===== src/hdl/igc_consts.svh =====
// Purpose: offsets, field positions, reset values and counts of the
//          global configuration and feature block
// Assumes: 18-bit byte addresses on the register bus
// Notes:   definitions only
`ifndef IGC_CONSTS_SVH
`define IGC_CONSTS_SVH

// ----------------------------------------------------------------------
// register byte offsets
// ----------------------------------------------------------------------
`define IGC_ADDR_W          18
`define IGC_OFF_FEATURE     18'h01000
`define IGC_OFF_GLOBAL_CFG  18'h01020
`define IGC_OFF_SRC0_VP     18'h10000
`define IGC_OFF_SRC0_DEST   18'h10010
`define IGC_OFF_CPU0_INTERRUPT_ACKNOWLEDGE   18'h200A0
`define IGC_OFF_CPU0_EOI    18'h200B0
`define IGC_OFF_CPU1_INTERRUPT_ACKNOWLEDGE   18'h210A0
`define IGC_OFF_CPU1_EOI    18'h210B0

// ----------------------------------------------------------------------
// feature report fields
// ----------------------------------------------------------------------
`define IGC_FR_SRC_LSB      16
`define IGC_FR_SRC_W        11
`define IGC_FR_CPU_LSB      8
`define IGC_FR_CPU_W        5
`define IGC_FR_VER_W        8
`define IGC_SPEC_VERSION    8'h02
`define IGC_NUM_SOURCES     16
`define IGC_NUM_CPUS        2

// ----------------------------------------------------------------------
// global configuration fields
// ----------------------------------------------------------------------
`define IGC_GC_RESET_BIT    31
`define IGC_GC_MODE_BIT     29

// ----------------------------------------------------------------------
// source 0 vector/priority and destination fields
// ----------------------------------------------------------------------
`define IGC_VP_MASK_BIT     31
`define IGC_VP_PRIO_LSB     16
`define IGC_VP_PRIO_W       4
`define IGC_VP_VEC_W        8
`define IGC_VP_MASK_RST     1'h1
`define IGC_VP_PRIO_RST     4'h0
`define IGC_VP_VEC_RST      8'h00
`define IGC_DEST_RST        2'h0
`define IGC_SPURIOUS_VEC    8'hFF

// ----------------------------------------------------------------------
// soft reset sequence
// ----------------------------------------------------------------------
`define IGC_RST_CNT_W       8
`define IGC_RST_CYCLES      8

`endif


===== src/hdl/igc_pkg.sv =====
// Purpose: types shared by the global configuration block
// Assumes: constants come from igc_consts.svh
// Notes:   state of each module is one packed struct, except the reset release flops of igc_top
`include "igc_consts.svh"
`default_nettype none

package igc_pkg;

  // soft reset sequencer, one-hot
  typedef enum logic [1:0] {
    IGC_RUN = 2'b01,
    IGC_CLR = 2'b10
  } igc_rst_state_t;

  // register file and bus slave state
  typedef struct packed {
    logic                        pready;
    logic                        pslverr;
    logic [31:0]                 prdata;
    igc_rst_state_t              rst_state;
    logic [`IGC_RST_CNT_W-1:0]   rst_cnt;
    logic [`IGC_VP_VEC_W-1:0]    vector;
    logic [`IGC_VP_PRIO_W-1:0]   prio;
    logic                        mask;
    logic [`IGC_NUM_CPUS-1:0]    dest;
  } igc_main_st_t;

  // delivery state
  typedef struct packed {
    logic [`IGC_NUM_CPUS-1:0]    in_svc;
    logic [`IGC_NUM_CPUS-1:0]    cpu_int;
  } igc_dlv_st_t;

endpackage

`default_nettype wire


===== src/hdl/igc_dlv_if.sv =====
// Purpose: carrier between register file and source 0 delivery
// Assumes: single clock domain
// Notes:   ctl side is the register file, dlv side the delivery logic
`include "igc_consts.svh"
`default_nettype none

interface igc_dlv_if;
  logic                          soft_rst;
  logic                          src;
  logic [`IGC_VP_PRIO_W-1:0]     prio;
  logic                          mask;
  logic [`IGC_NUM_CPUS-1:0]      dest;
  logic [`IGC_NUM_CPUS-1:0]      ack;
  logic [`IGC_NUM_CPUS-1:0]      interrupt_completion;
  logic [`IGC_NUM_CPUS-1:0]      cpu_int;

  modport ctl (output soft_rst, src, prio, mask, dest, ack, interrupt_completion,
               input  cpu_int);
  modport dlv (input  soft_rst, src, prio, mask, dest, ack, interrupt_completion,
               output cpu_int);
endinterface

`default_nettype wire


===== src/hdl/igc_delivery.sv =====
// Purpose: delivers the cascaded source 0 request to the processors
// Assumes: source input is a level, synchronous to the clock
// Notes:   one in-service flag per processor, set by acknowledge
`include "igc_consts.svh"
`default_nettype none

module igc_delivery (
  input  wire logic  i_clk,
  input  wire logic  i_rst_n,
  igc_dlv_if.dlv     bus
);

  igc_pkg::igc_dlv_st_t q_reg;
  igc_pkg::igc_dlv_st_t q_next;

  // --------------------------------------------------------------------
  // next state
  // --------------------------------------------------------------------
  // priority gate, destination fan-out, in-service hold
  always_comb begin
    logic live;
    live   = 1'b0;
    q_next = q_reg;
    live   = bus.src && !bus.mask && (bus.prio != `IGC_VP_PRIO_RST);
    for (int n = 0; n < `IGC_NUM_CPUS; n++) begin
      if (bus.interrupt_completion[n]) begin
        q_next.in_svc[n] = 1'b0;
      end
      if (bus.ack[n] && q_reg.cpu_int[n]) begin
        q_next.in_svc[n] = 1'b1; // acknowledge wins over completion
      end
      q_next.cpu_int[n] = live && bus.dest[n] && !q_next.in_svc[n];
    end
    if (bus.soft_rst) begin
      q_next = '0;
    end
  end

  // --------------------------------------------------------------------
  // state register
  // --------------------------------------------------------------------
  always_ff @(posedge i_clk or negedge i_rst_n) begin
    if (!i_rst_n) begin
      q_reg <= '0;
    end else begin
      q_reg <= q_next;
    end
  end

  assign bus.cpu_int = q_reg.cpu_int;
endmodule

`default_nettype wire


===== src/hdl/igc_top.sv =====
// Purpose: global configuration, feature report and processor
//          acknowledge/completion registers behind an APB slave
// Assumes: APB master holds each request until pready is seen
// Notes:   zero-wait slave, one access cycle per transfer
//
// Function
// writing reset bit resets all controller logic
// reset bit clears itself when sequence ends
// software ignores other registers during reset
// cascaded external pair enters on source zero
// cascade mode bit always reads one
// cascaded requests use normal priority and distribution
// source zero settings govern all cascaded interrupts
// version field reads fixed specification level
// read-only feature word reports sources, processors
// unused bits read zero, ignore writes
//
// Chosen here: register access over APB.
`include "igc_consts.svh"
`default_nettype none

module igc_top #(
  parameter int unsigned                   NUM_SOURCES = `IGC_NUM_SOURCES,
  parameter int unsigned                   NUM_CPUS    = `IGC_NUM_CPUS,
  parameter logic [`IGC_RST_CNT_W-1:0]     RST_CYCLES  = `IGC_RST_CYCLES
) (
  input  wire logic                        i_sys_clk,
  input  wire logic                        i_arst_n,
  input  wire logic                        i_psel,
  input  wire logic                        i_penable,
  input  wire logic                        i_pwrite,
  input  wire logic [`IGC_ADDR_W-1:0]      i_paddr,
  input  wire logic [31:0]                 i_pwdata,
  input  wire logic                        i_src0_irq,
  output logic                             o_pready,
  output logic                             o_pslverr,
  output logic [31:0]                      o_prdata,
  output logic [`IGC_NUM_CPUS-1:0]         o_cpu_int,
  output logic                             o_ctrl_in_reset
);

  // --------------------------------------------------------------------
  // reset release
  // --------------------------------------------------------------------
  logic [1:0] rst_sync_reg;
  logic       rst_n;

  // two flops release the asynchronous reset on the clock
  always_ff @(posedge i_sys_clk or negedge i_arst_n) begin
    if (!i_arst_n) begin
      rst_sync_reg <= 2'h0;
    end else begin
      rst_sync_reg <= {rst_sync_reg[0], 1'b1};
    end
  end
  assign rst_n = rst_sync_reg[1];

  // --------------------------------------------------------------------
  // address decode and read values
  // --------------------------------------------------------------------
  function automatic logic hit(input logic [`IGC_ADDR_W-1:0] a,
                               input logic [`IGC_ADDR_W-1:0] off);
    hit = (a == off);
  endfunction

  localparam logic [`IGC_FR_SRC_W-1:0] SRC_FIELD =
    `IGC_FR_SRC_W'(NUM_SOURCES - 1);
  localparam logic [`IGC_FR_CPU_W-1:0] CPU_FIELD =
    `IGC_FR_CPU_W'(NUM_CPUS - 1);

  // fixed feature word, upper and gap bits zero
  localparam logic [31:0] FEATURE_WORD =
    (32'(SRC_FIELD) << `IGC_FR_SRC_LSB) |
    (32'(CPU_FIELD) << `IGC_FR_CPU_LSB) |
    32'(`IGC_SPEC_VERSION);

  igc_pkg::igc_main_st_t q_reg;
  igc_pkg::igc_main_st_t q_next;
  igc_dlv_if             dlv_bus ();

  logic setup;
  logic done;
  assign setup = i_psel && !i_penable;
  assign done  = i_psel && i_penable && q_reg.pready;

  // --------------------------------------------------------------------
  // next state: bus slave, soft reset sequence, source 0 settings
  // --------------------------------------------------------------------
  always_comb begin
    q_next         = q_reg;
    q_next.pready  = 1'b0;
    q_next.pslverr = 1'b0;
    // read data and error prepared in the setup cycle
    if (setup) begin
      q_next.pready = 1'b1;
      q_next.prdata = 32'h0000_0000;
      if (hit(i_paddr, `IGC_OFF_FEATURE)) begin
        q_next.prdata = FEATURE_WORD;
      end else if (hit(i_paddr, `IGC_OFF_GLOBAL_CFG)) begin
        q_next.prdata[`IGC_GC_RESET_BIT] =
          (q_reg.rst_state == igc_pkg::IGC_CLR);
        q_next.prdata[`IGC_GC_MODE_BIT]  = 1'b1;
      end else if (hit(i_paddr, `IGC_OFF_SRC0_VP)) begin
        q_next.prdata[`IGC_VP_MASK_BIT] = q_reg.mask;
        q_next.prdata[`IGC_VP_PRIO_LSB +: `IGC_VP_PRIO_W] = q_reg.prio;
        q_next.prdata[`IGC_VP_VEC_W-1:0] = q_reg.vector;
      end else if (hit(i_paddr, `IGC_OFF_SRC0_DEST)) begin
        q_next.prdata[`IGC_NUM_CPUS-1:0] = q_reg.dest;
      end else if (hit(i_paddr, `IGC_OFF_CPU0_INTERRUPT_ACKNOWLEDGE)) begin
        q_next.prdata[`IGC_VP_VEC_W-1:0] = dlv_bus.cpu_int[0] ?
          q_reg.vector : `IGC_SPURIOUS_VEC;
      end else if (hit(i_paddr, `IGC_OFF_CPU1_INTERRUPT_ACKNOWLEDGE)) begin
        q_next.prdata[`IGC_VP_VEC_W-1:0] = dlv_bus.cpu_int[1] ?
          q_reg.vector : `IGC_SPURIOUS_VEC;
      end else if (!hit(i_paddr, `IGC_OFF_CPU0_EOI) &&
                   !hit(i_paddr, `IGC_OFF_CPU1_EOI)) begin
        q_next.pslverr = 1'b1; // unmapped
      end
    end
    // source 0 settings, taken at the completing edge
    if (done && i_pwrite) begin
      if (hit(i_paddr, `IGC_OFF_SRC0_VP)) begin
        q_next.mask   = i_pwdata[`IGC_VP_MASK_BIT];
        q_next.prio   = i_pwdata[`IGC_VP_PRIO_LSB +: `IGC_VP_PRIO_W];
        q_next.vector = i_pwdata[`IGC_VP_VEC_W-1:0];
      end
      if (hit(i_paddr, `IGC_OFF_SRC0_DEST)) begin
        q_next.dest = i_pwdata[`IGC_NUM_CPUS-1:0];
      end
    end
    // soft reset sequence
    unique case (q_reg.rst_state)
      igc_pkg::IGC_RUN: begin
        if (done && i_pwrite && hit(i_paddr, `IGC_OFF_GLOBAL_CFG) &&
            i_pwdata[`IGC_GC_RESET_BIT]) begin
          q_next.rst_state = igc_pkg::IGC_CLR;
          q_next.rst_cnt   = RST_CYCLES - `IGC_RST_CNT_W'(1);
        end
      end
      igc_pkg::IGC_CLR: begin
        q_next.mask   = `IGC_VP_MASK_RST;
        q_next.prio   = `IGC_VP_PRIO_RST;
        q_next.vector = `IGC_VP_VEC_RST;
        q_next.dest   = `IGC_DEST_RST;
        q_next.rst_cnt = q_reg.rst_cnt - `IGC_RST_CNT_W'(1);
        if (q_reg.rst_cnt == '0) begin
          q_next.rst_state = igc_pkg::IGC_RUN;
          q_next.rst_cnt   = '0;
        end
      end
    endcase
  end

  // --------------------------------------------------------------------
  // state register
  // --------------------------------------------------------------------
  always_ff @(posedge i_sys_clk or negedge rst_n) begin
    if (!rst_n) begin
      q_reg           <= '0;
      q_reg.rst_state <= igc_pkg::IGC_RUN;
      q_reg.mask      <= `IGC_VP_MASK_RST;
    end else begin
      q_reg <= q_next;
    end
  end

  // --------------------------------------------------------------------
  // delivery connection
  // --------------------------------------------------------------------
  // cascaded pair on source input 0 feeds the normal delivery path
  assign dlv_bus.src      = i_src0_irq;
  assign dlv_bus.soft_rst = (q_reg.rst_state == igc_pkg::IGC_CLR);
  assign dlv_bus.prio     = q_reg.prio;
  assign dlv_bus.mask     = q_reg.mask;
  assign dlv_bus.dest     = q_reg.dest;
  assign dlv_bus.ack[0]   = done && !i_pwrite &&
                            hit(i_paddr, `IGC_OFF_CPU0_INTERRUPT_ACKNOWLEDGE);
  assign dlv_bus.ack[1]   = done && !i_pwrite &&
                            hit(i_paddr, `IGC_OFF_CPU1_INTERRUPT_ACKNOWLEDGE);
  assign dlv_bus.interrupt_completion[0]   = done && i_pwrite &&
                            hit(i_paddr, `IGC_OFF_CPU0_EOI);
  assign dlv_bus.interrupt_completion[1]   = done && i_pwrite &&
                            hit(i_paddr, `IGC_OFF_CPU1_EOI);

  igc_delivery u_delivery (
    .i_clk   (i_sys_clk),
    .i_rst_n (rst_n),
    .bus     (dlv_bus.dlv)
  );

  // outputs, each a flop except o_ctrl_in_reset, decoded from the reset state
  assign o_pready        = q_reg.pready;
  assign o_pslverr       = q_reg.pslverr;
  assign o_prdata        = q_reg.prdata;
  assign o_cpu_int       = dlv_bus.cpu_int;
  assign o_ctrl_in_reset = (q_reg.rst_state == igc_pkg::IGC_CLR);
endmodule

`default_nettype wire


===== config.mk =====
export PLATFORM = sky130hd
export DESIGN_NAME = igc_top
export DESIGN_NICKNAME = d
export VERILOG_FILES = /design/src/hdl/igc_pkg.sv /design/src/hdl/igc_dlv_if.sv /design/src/hdl/igc_delivery.sv /design/src/hdl/igc_top.sv
export VERILOG_INCLUDE_DIRS = /design/src /design/src/hdl
export SDC_FILE = /design/constraint.sdc
export NUM_CORES = 1
export LEC_CHECK = 0
export BUFFER_PORTS_ARGS = -buffer_cell sky130_fd_sc_hd__buf_2
export CAP_MARGIN = 10
export CORE_MARGIN = 3
export CORE_UTILIZATION = 25
export CTS_CLUSTER_SIZE = 40
export DETAILED_ROUTE_END_ITERATION = 8
export SLEW_MARGIN = 30
export SYNTH_ARGS = -nofsm -noshare
export SYNTH_HDL_FRONTEND = slang
export SYNTH_SLANG_ARGS = --single-unit
export TNS_END_PERCENT = 20

===== constraint.sdc =====
create_clock -name i_sys_clk -period 1.9 [get_ports i_sys_clk]
set_clock_uncertainty 0.2 [all_clocks]
set_input_delay 0.095 -clock i_sys_clk [delete_from_list [all_inputs] [get_ports i_sys_clk]]
set_output_delay 0.095 -clock i_sys_clk [all_outputs]
set_load 0.1 [all_outputs]

==> results of run 1 <==
==> path summary, 6_finish.rpt <==
kind                                  from            to  depth (start not counted)
hold reg to reg            rst_sync_reg[1]     q_reg[20]                          0
hold / removal                  i_paddr[4]   o_prdata[0]                          3
setup / recovery                 q_reg[21]     q_reg[18]                          4
setup reg to reg                 q_reg[21]     q_reg[18]                          4
max in group asynchronous  rst_sync_reg[1]  dlv_bus.mask                          1
min in group asynchronous  rst_sync_reg[1]     q_reg[20]                          0
==> synth_stat cells, types with 2 or more instances <==
library cell / number
o31ai_1: 3
o31a_1: 2
nor4_2: 5
and3_1: 5
o21ai_0: 27
dfstp_2: 2
and4_1: 5
nand3_1: 24
o2bb2ai_1: 3
inv_1: 9
a211o_1: 3
nor2_1: 9
conb_1: 2
nand2b_1: 6
dfrtp_1: 46
ha_1: 2
or4_1: 2
clkbuf_1: 6
nand4_1: 5
nor4b_1: 2
nor3_1: 6
a21oi_1: 27
buf_4: 38
o211ai_1: 2
a31oi_1: 6
nor2b_1: 2
nand2_1: 12
==> repair_timing <==
item / 4_1_cts / 5_1_grt
gates cloned: 0 / 0
hold endpoints to repair: 20 / 0
resized for setup: 0 / 8
endpoints found under the setup margin: 3 / 17
setup buffers: 0 / 1
hold buffers: 18 / 0
==> area by class of cell <==
class                      instances  area (sq um)  share of cell area, %
multi-input combinational        196          1250                   36.6
sequential                        48          1210                   35.2
timing repair buffer              95           633                   18.5
tap                              136           170                   4.96
clock buffer                       7          96.3                   2.81
inverter                          10          37.5                   1.09
clock inverter                     1          30.0                  0.876
==> power breakdown <==
| group | internal, uW | switching, uW |
|---|---|---|
| Sequential | 1130 | 112 |
| Clock | 465 | 334 |
| Combinational | 404 | 705 |
| Total | 2000 | 1150 |
==> cells in the final DEF (no fill, tap or decap), types with 6 or more instances in the layout <==
| cell | netlist | final |
|---|---|---|
| a31oi_1 | 6 | 6 |
| a21oi_1 | 27 | 27 |
| nand3_1 | 24 | 24 |
| nand2_1 | 12 | 12 |
| inv_1 | 9 | 9 |
| o21ai_0 | 27 | 27 |
| dlygate4sd3_1 | 0 | 18 |
| nor2_1 | 9 | 8 |
| buf_2 | 1 | 55 |
| conb_1 | 2 | 18 |
| dfrtp_1 | 46 | 44 |
| clkbuf_8 | 0 | 7 |
| buf_4 | 38 | 21 |
| nor3_1 | 6 | 6 |
| nand2b_1 | 6 | 6 |
==> metrics by stage <==
| stage | total power (uW) | std cells | TNS [ns] |
|---|---|---|---|
| floorplan | 2050 | 299 | 0 |
| global placement | 2270 | 466 | -0.0187 |
| detailed placement | 2300 | 466 | -0.0639 |
| CTS | 3130 | 492 | -0.112 |
| global route | 3330 | 493 | -0.168 |
| finish | 3150 | 493 | -0.0194 |
==> worst max-delay path: cells and delay by family (launching register included) <==
family          cells  cell delay [ns]
simple gates        2             0.67
compound gates      2             0.55
flops               1             0.38
==> layer usage <==
metal,vias to the layer above,track usage [%],wire [um]
li1,1129,-,-
met1,1119,16.8,3260
met2,71,17.2,3260
met3,8,1.81,436
met4,0,4.05,105
met5,-,0,0
==> cells by family after synthesis <==
family,count (synthesis)
AO/OA/AOI/OAI,82
adder cells (fa/ha/maj),2
XOR/XNOR,1
AND/OR/NAND/NOR,91
multiplexers,2
flip-flops,48
buffers and inverters,55
other,2
==> results.py, run 1 <==
metrics = {
    "run_status": {
        "outcome": "complete, but fails checks",
        "violations": "setup timing",
    },
    "timing": {
        "clock.fmax_ghz": 0.523,
        "hold_viol_final": 0,
        "holdWs_ns": 0.0168,
        "maxSlewViolCount": 0,
        "slew_headroom_pct": 63.5,
        "setup_ws_ns": -0.0108,
        "setup_viol": 2,
        "rsz0062_at_grt": "yes",
        "tightestPinTransition_ns": 0.547,
        "fin_crit_ns": 1.91,
        "timing.final.crit_share_pct": 101,
    },
    "clock_tree": {
        "clock_path_buffers": 2,
        "clkSinkCount": 48,
        "cts_tree": "built",
        "clk_pin_slew_ns": 0.09,
        "cts_root_buf": "clkbuf_8",
        "h-tree-depth": 2,
        "clock_latency_ns": 0.30,
        "numCtsBuffers": 5,
    },
    "yosys": {
        "synth_async_sr_flop_share_pct": 100,
        "synth.area.top_cells": "dfrtp_1, buf_4, a21oi_1",
        "ys_warn_count": 0,
        "synth-seq-cells": 48,
        "synth-xor-area-share_pct": 0.323,
        "synth_flop_cell": "dfrtp_1",
        "synth_compound_area_share_pct": 19.5,
        "synthMuxAreaShare_pct": 0.785,
        "synth_top_family_by_area": "simple AND/OR/NAND/NOR gates",
        "synth_top_cell_by_area": "dfrtp_1",
        "synth_top_area_share_pct": 42.5,
        "yosysSeqAreaShare_pct": 44.4,
        "yosys.area_share.simple_pct": 20.9,
        "syn-cell-area_sq_um": 2710,
        "avgSynthCellArea_sq_um": 9.58,
        "synth_cell_types": 49,
        "synthAdderAreaFrac_pct": 0.923,
        "synth-edff-count": 0,
        "postSynthCellCount": 283,
    },
    "floorplan": {
        "rows": 37,
        "initial_core_util_pct": 26.0,
        "die_width_um": 110,
        "io_pins": 93,
        "die_area_sq_um": 12100,
        "chipHeight_um": 110,
        "core_area_sq_um": 10400,
    },
    "cells_and_area": {
        "utilization_pct": 32.9,
        "stdcell_area_sq_um": 3430,
        "final_nets": 414,
        "drive_gt1_share_pct": 29.4,
        "num_antenna_cells": 0,
        "area_growth_pct": 26.5,
        "fillCellCount": 1094,
        "largest_reg_flops": 18,
    },
    "min_path": {
        "min_path_type": "input port to register",
    },
    "global_routing": {
        "grt_max_degree": 26,
        "overflow": 0,
        "grt_pass1_wl_um": 10900,
        "antenna_found_initial": 0,
        "grt_usage_pct": 11.5,
        "grt_pass1_vias": 2121,
    },
    "drt": {
        "wl_um": 7060,
        "post_drt_wl_per_cell_um": 14.3,
        "vias_per_cell": 4.72,
        "drc": 0,
        "vias": 2327,
        "dr.pass1.iters": 4,
        "final_antenna_net_count": 0,
        "drtIter0Drc": 135,
    },
    "critical_path": {
        "cp-end-kind": "register",
        "rrSetupSlack_ns": -0.01,
        "cp_max_fo": 3,
        "critical_path_class": "register to register",
        "crit_chain": "or4_4 -> o41ai_4 -> nor3_1 -> a211o_1",
        "critical_path_required_ns": 1.90,
        "critPathMaxStageDelay_ns": 0.58,
        "cp-start-kind": "register",
        "crit_slowest_cell": "or4_4",
        "cp_data_arrival_time_ns": 1.91,
    },
    "flow_run": {
        "cap_violations": 0,
    },
    "placed_design": {
        "placed_cell_area_sq_um": 3080,
        "place.gp.congestion": 0.820,
        "dp_hpwl_um": 5340,
        "port_buffers": 56,
        "post-place-ws_ns": -0.0282,
    },
    "power_and_ir_drop": {
        "cellPowerDensity_nw_per_um2": 918,
        "ir_drop_uv": 360,
        "leakagePower_uw": 0.00151,
    },
}
(Power assumes the default switching activity.)
==> run 2, diff against run 1 <==
- ABC_AREA: unset -> 1
- SETUP_SLACK_MARGIN: unset -> 0.5
==> run 2 against run 1 <==
  * The flow now finishes without violations
  * Count of clock-buffer cells in the layout is 2 lower
  * Register-to-register slack better by 0.24 ns
  * Cell count grew 30%
  * Core utilization grew 0.18 points
  * Cell area rose by 17%
  * Clock power up 44%
  * Global-route usage decreased by 0.25 points
  * Sequential cell count unchanged
==> results.py, run 2 <==
metrics = {
    "critical_path": {
        "reg2reg_from": "q_reg[23]",
        "cp_num_buf_inv": 1,
        "crit_slowest_cell": "dfrtp_1",
        "path_delay_family": "flip-flops",
        "cp-start-kind": "register",
        "crit_chain": "buf_2",
        "r2r_end": "dlv_bus.prio[1]",
        "cp_max_fo": 10,
        "critical_path_class": "register to output port",
        "cp.depth": 1,
        "cp_data_arrival_time_ns": 1.38,
        "critical_path_required_ns": 1.60,
        "critPathMaxStageDelay_ns": 0.57,
        "rrSetupSlack_ns": 0.23,
        "critical_path.startpoint": "u_delivery.bus.cpu_int[0]",
        "cp-end-kind": "output port",
        "crit_end": "o_cpu_int[0]",
        "reg2reg_depth": 7,
    },
    "cells_and_area": {
        "final_common_cell": "nand2_1",
        "drive_gt1_share_pct": 34.0,
        "multi_input_area_sq_um": 1590,
        "largest_reg_flops": 18,
        "area.sequential_sq_um": 1210,
        "num_antenna_cells": 0,
        "mostFrequentLayoutCells": "nand2_1, buf_2, dfrtp_1, nor2_1, inv_1",
        "fillCellCount": 1263,
        "final_nets": 530,
        "area_growth_pct": 28.2,
    },
    "power_and_ir_drop": {
        "p_int_uw": 2280,
        "cellPowerDensity_nw_per_um2": 874,
        "ir_drop_uv": 437,
        "power.switching_uw": 1240,
        "comb_power_share_pct": 32.0,
        "switching_share_pct": 35.1,
        "leakagePower_uw": 0.00194,
        "seq_power_share_pct": 35.2,
        "p_clk_share_pct": 32.8,
    },
    "timing": {
        "timing.final.crit_share_pct": 88.1,
        "clock.fmax_ghz": 0.598,
        "setup_tns_ns": 0,
        "hold_viol_final": 0,
        "rsz0062_at_grt": "yes",
        "setup_ws_ns": 0.226,
        "maxSlewViolCount": 0,
        "fin_crit_ns": 1.67,
        "setup_viol": 0,
    },
    "yosys": {
        "synth_async_sr_flop_share_pct": 100,
        "syn-cell-area_sq_um": 3140,
        "avgSynthCellArea_sq_um": 7.87,
        "synth_cell_types": 36,
        "yosysSeqAreaShare_pct": 38.3,
        "synth-seq-cells": 48,
        "ys_top_cells_by_count": "nand2_1, dfrtp_1, buf_4",
        "synthMostInstantiatedCell": "nand2_1",
        "postSynthCellCount": 399,
        "ys_warn_count": 0,
        "synth_top_cell_by_area": "dfrtp_1",
        "synth.area.top_cells": "dfrtp_1, nand2_1, buf_4",
        "synth-edff-count": 0,
        "synth_flop_cell": "dfrtp_1",
        "synth_top_area_share_pct": 36.7,
    },
    "global_routing": {
        "grt_usage_pct": 11.3,
        "grt_pass1_wl_um": 13200,
        "antenna_found_initial": 0,
        "grt_pass1_vias": 2823,
        "grt_max_degree": 22,
        "overflow": 0,
    },
    "flow_run": {
        "cap_violations": 0,
    },
    "clock_tree": {
        "clock_path_buffers": 2,
        "h-tree-depth": 2,
        "clk_pin_slew_ns": 0.07,
        "clkSinkCount": 48,
        "numCtsBuffers": 5,
        "clock_latency_ns": 0.29,
        "cts_tree": "built",
        "cts_root_buf": "clkbuf_16",
    },
    "drt": {
        "vias_per_cell": 4.25,
        "drtIter0Drc": 111,
        "final_antenna_net_count": 0,
        "wl_um": 7810,
        "dr.pass1.iters": 4,
        "vias": 2725,
        "drc": 0,
        "post_drt_wl_per_cell_um": 12.2,
    },
    "floorplan": {
        "io_pins": 93,
        "initial_core_util_pct": 25.8,
        "core_area_sq_um": 12200,
        "die_width_um": 118,
        "chipHeight_um": 118,
        "die_area_sq_um": 13900,
        "rows": 40,
    },
    "min_path": {
        "min_path_type": "register to async pin",
    },
    "placed_design": {
        "post-place-ws_ns": 0.176,
        "dp_hpwl_um": 5850,
        "place.gp.congestion": 0.831,
        "port_buffers": 56,
    },
    "run_status": {
        "outcome": "finished, final reports clean",
    },
}
[run 2: changes by cell type in the layout (fill, tap and decap cells not counted), moves of 7 or more]
cell,before,now
nand2_1,12,103
a21oi_1,27,5
nor2_1,8,27
inv_1,9,27
nand3_2,0,16
nand4_1,5,19
o21ai_0,27,14
o21ai_2,0,12
nor2_4,1,12
inv_2,0,8
o21ai_1,0,8
clkbuf_8,7,0
[run 2: through the flow]
step	total power (uW)	cell area, sq um	util (%)	cells	hold slack, ns
final	3520	4030	33.1	641	0.0182
after global routing	3700	4030	33.1	641	0.0402
after CTS	3500	3980	32.7	639	0.0128
after detailed placement	2110	3440	28.3	604	-0.318
after global placement	2070	3440	28.3	604	-0.318
after floorplan	1930	3210	-	415	-0.401
[run 2: worst min path at each step]
stage | from | to | slack [ns] | cells past startpoint
after floorplan | i_arst_n | rst_sync_reg[0] | -0.40 | 0
after global placement | i_arst_n | rst_sync_reg[0] | -0.32 | 1
after detailed placement | i_arst_n | rst_sync_reg[0] | -0.32 | 1
after CTS | i_penable | u_delivery.q_reg[2] | 0.01 | 5
after global routing | i_penable | u_delivery.q_reg[2] | 0.04 | 5
final | rst_sync_reg[1] | q_reg[19] | 0.02 | 0
[run 2: cell families after synthesis]
family | synth area share, %
buffers and inverters | 15.9
adders and majority gates | 0.797
xor gates and xnor gates | 0.279
and+or+nand+nor | 36.4
other | 0.239
DFF | 38.3
AOI/OAI and AO/OA | 8.09
[run 2: power by group through the flow]
stage	combinational (uW)	sequential, uW	clock, uW
global route	1240	1250	1220
detailed placement	877	1230	0
global placement	840	1230	0
floorplan	698	1230	0
CTS	1090	1230	1180
finish	1130	1240	1150
[run 2: layer usage]
metal / track usage [%] / wire, um / vias up
li1: - / - / 1383
met1: 13.3 / 3300 / 1280
met2: 21.0 / 4180 / 54
met3: 1.83 / 240 / 8
met4: 3.08 / 92 / 0
met5: 0 / 0 / -
[run 2: repair_timing]
action | in CTS | in global routing
hold buffers | 18 | 0
buffers inserted | 8 | 2
hold endpoints to repair | 22 | 0
pin swaps | 8 | 3
endpoints found under the setup margin | 32 | 46
gates cloned | 1 | 0
resized for setup | 31 | 7
[run 2: area by class of cell]
cell class	instances	share of cell area, %
tap	168	5.22
clock buffer	5	3.11
timing repair inverter	1	0.218
clock inverter	3	1.71
multi-input combinational	283	39.5
inverter	39	3.92
timing repair buffer	94	16.3
sequential	48	30.0
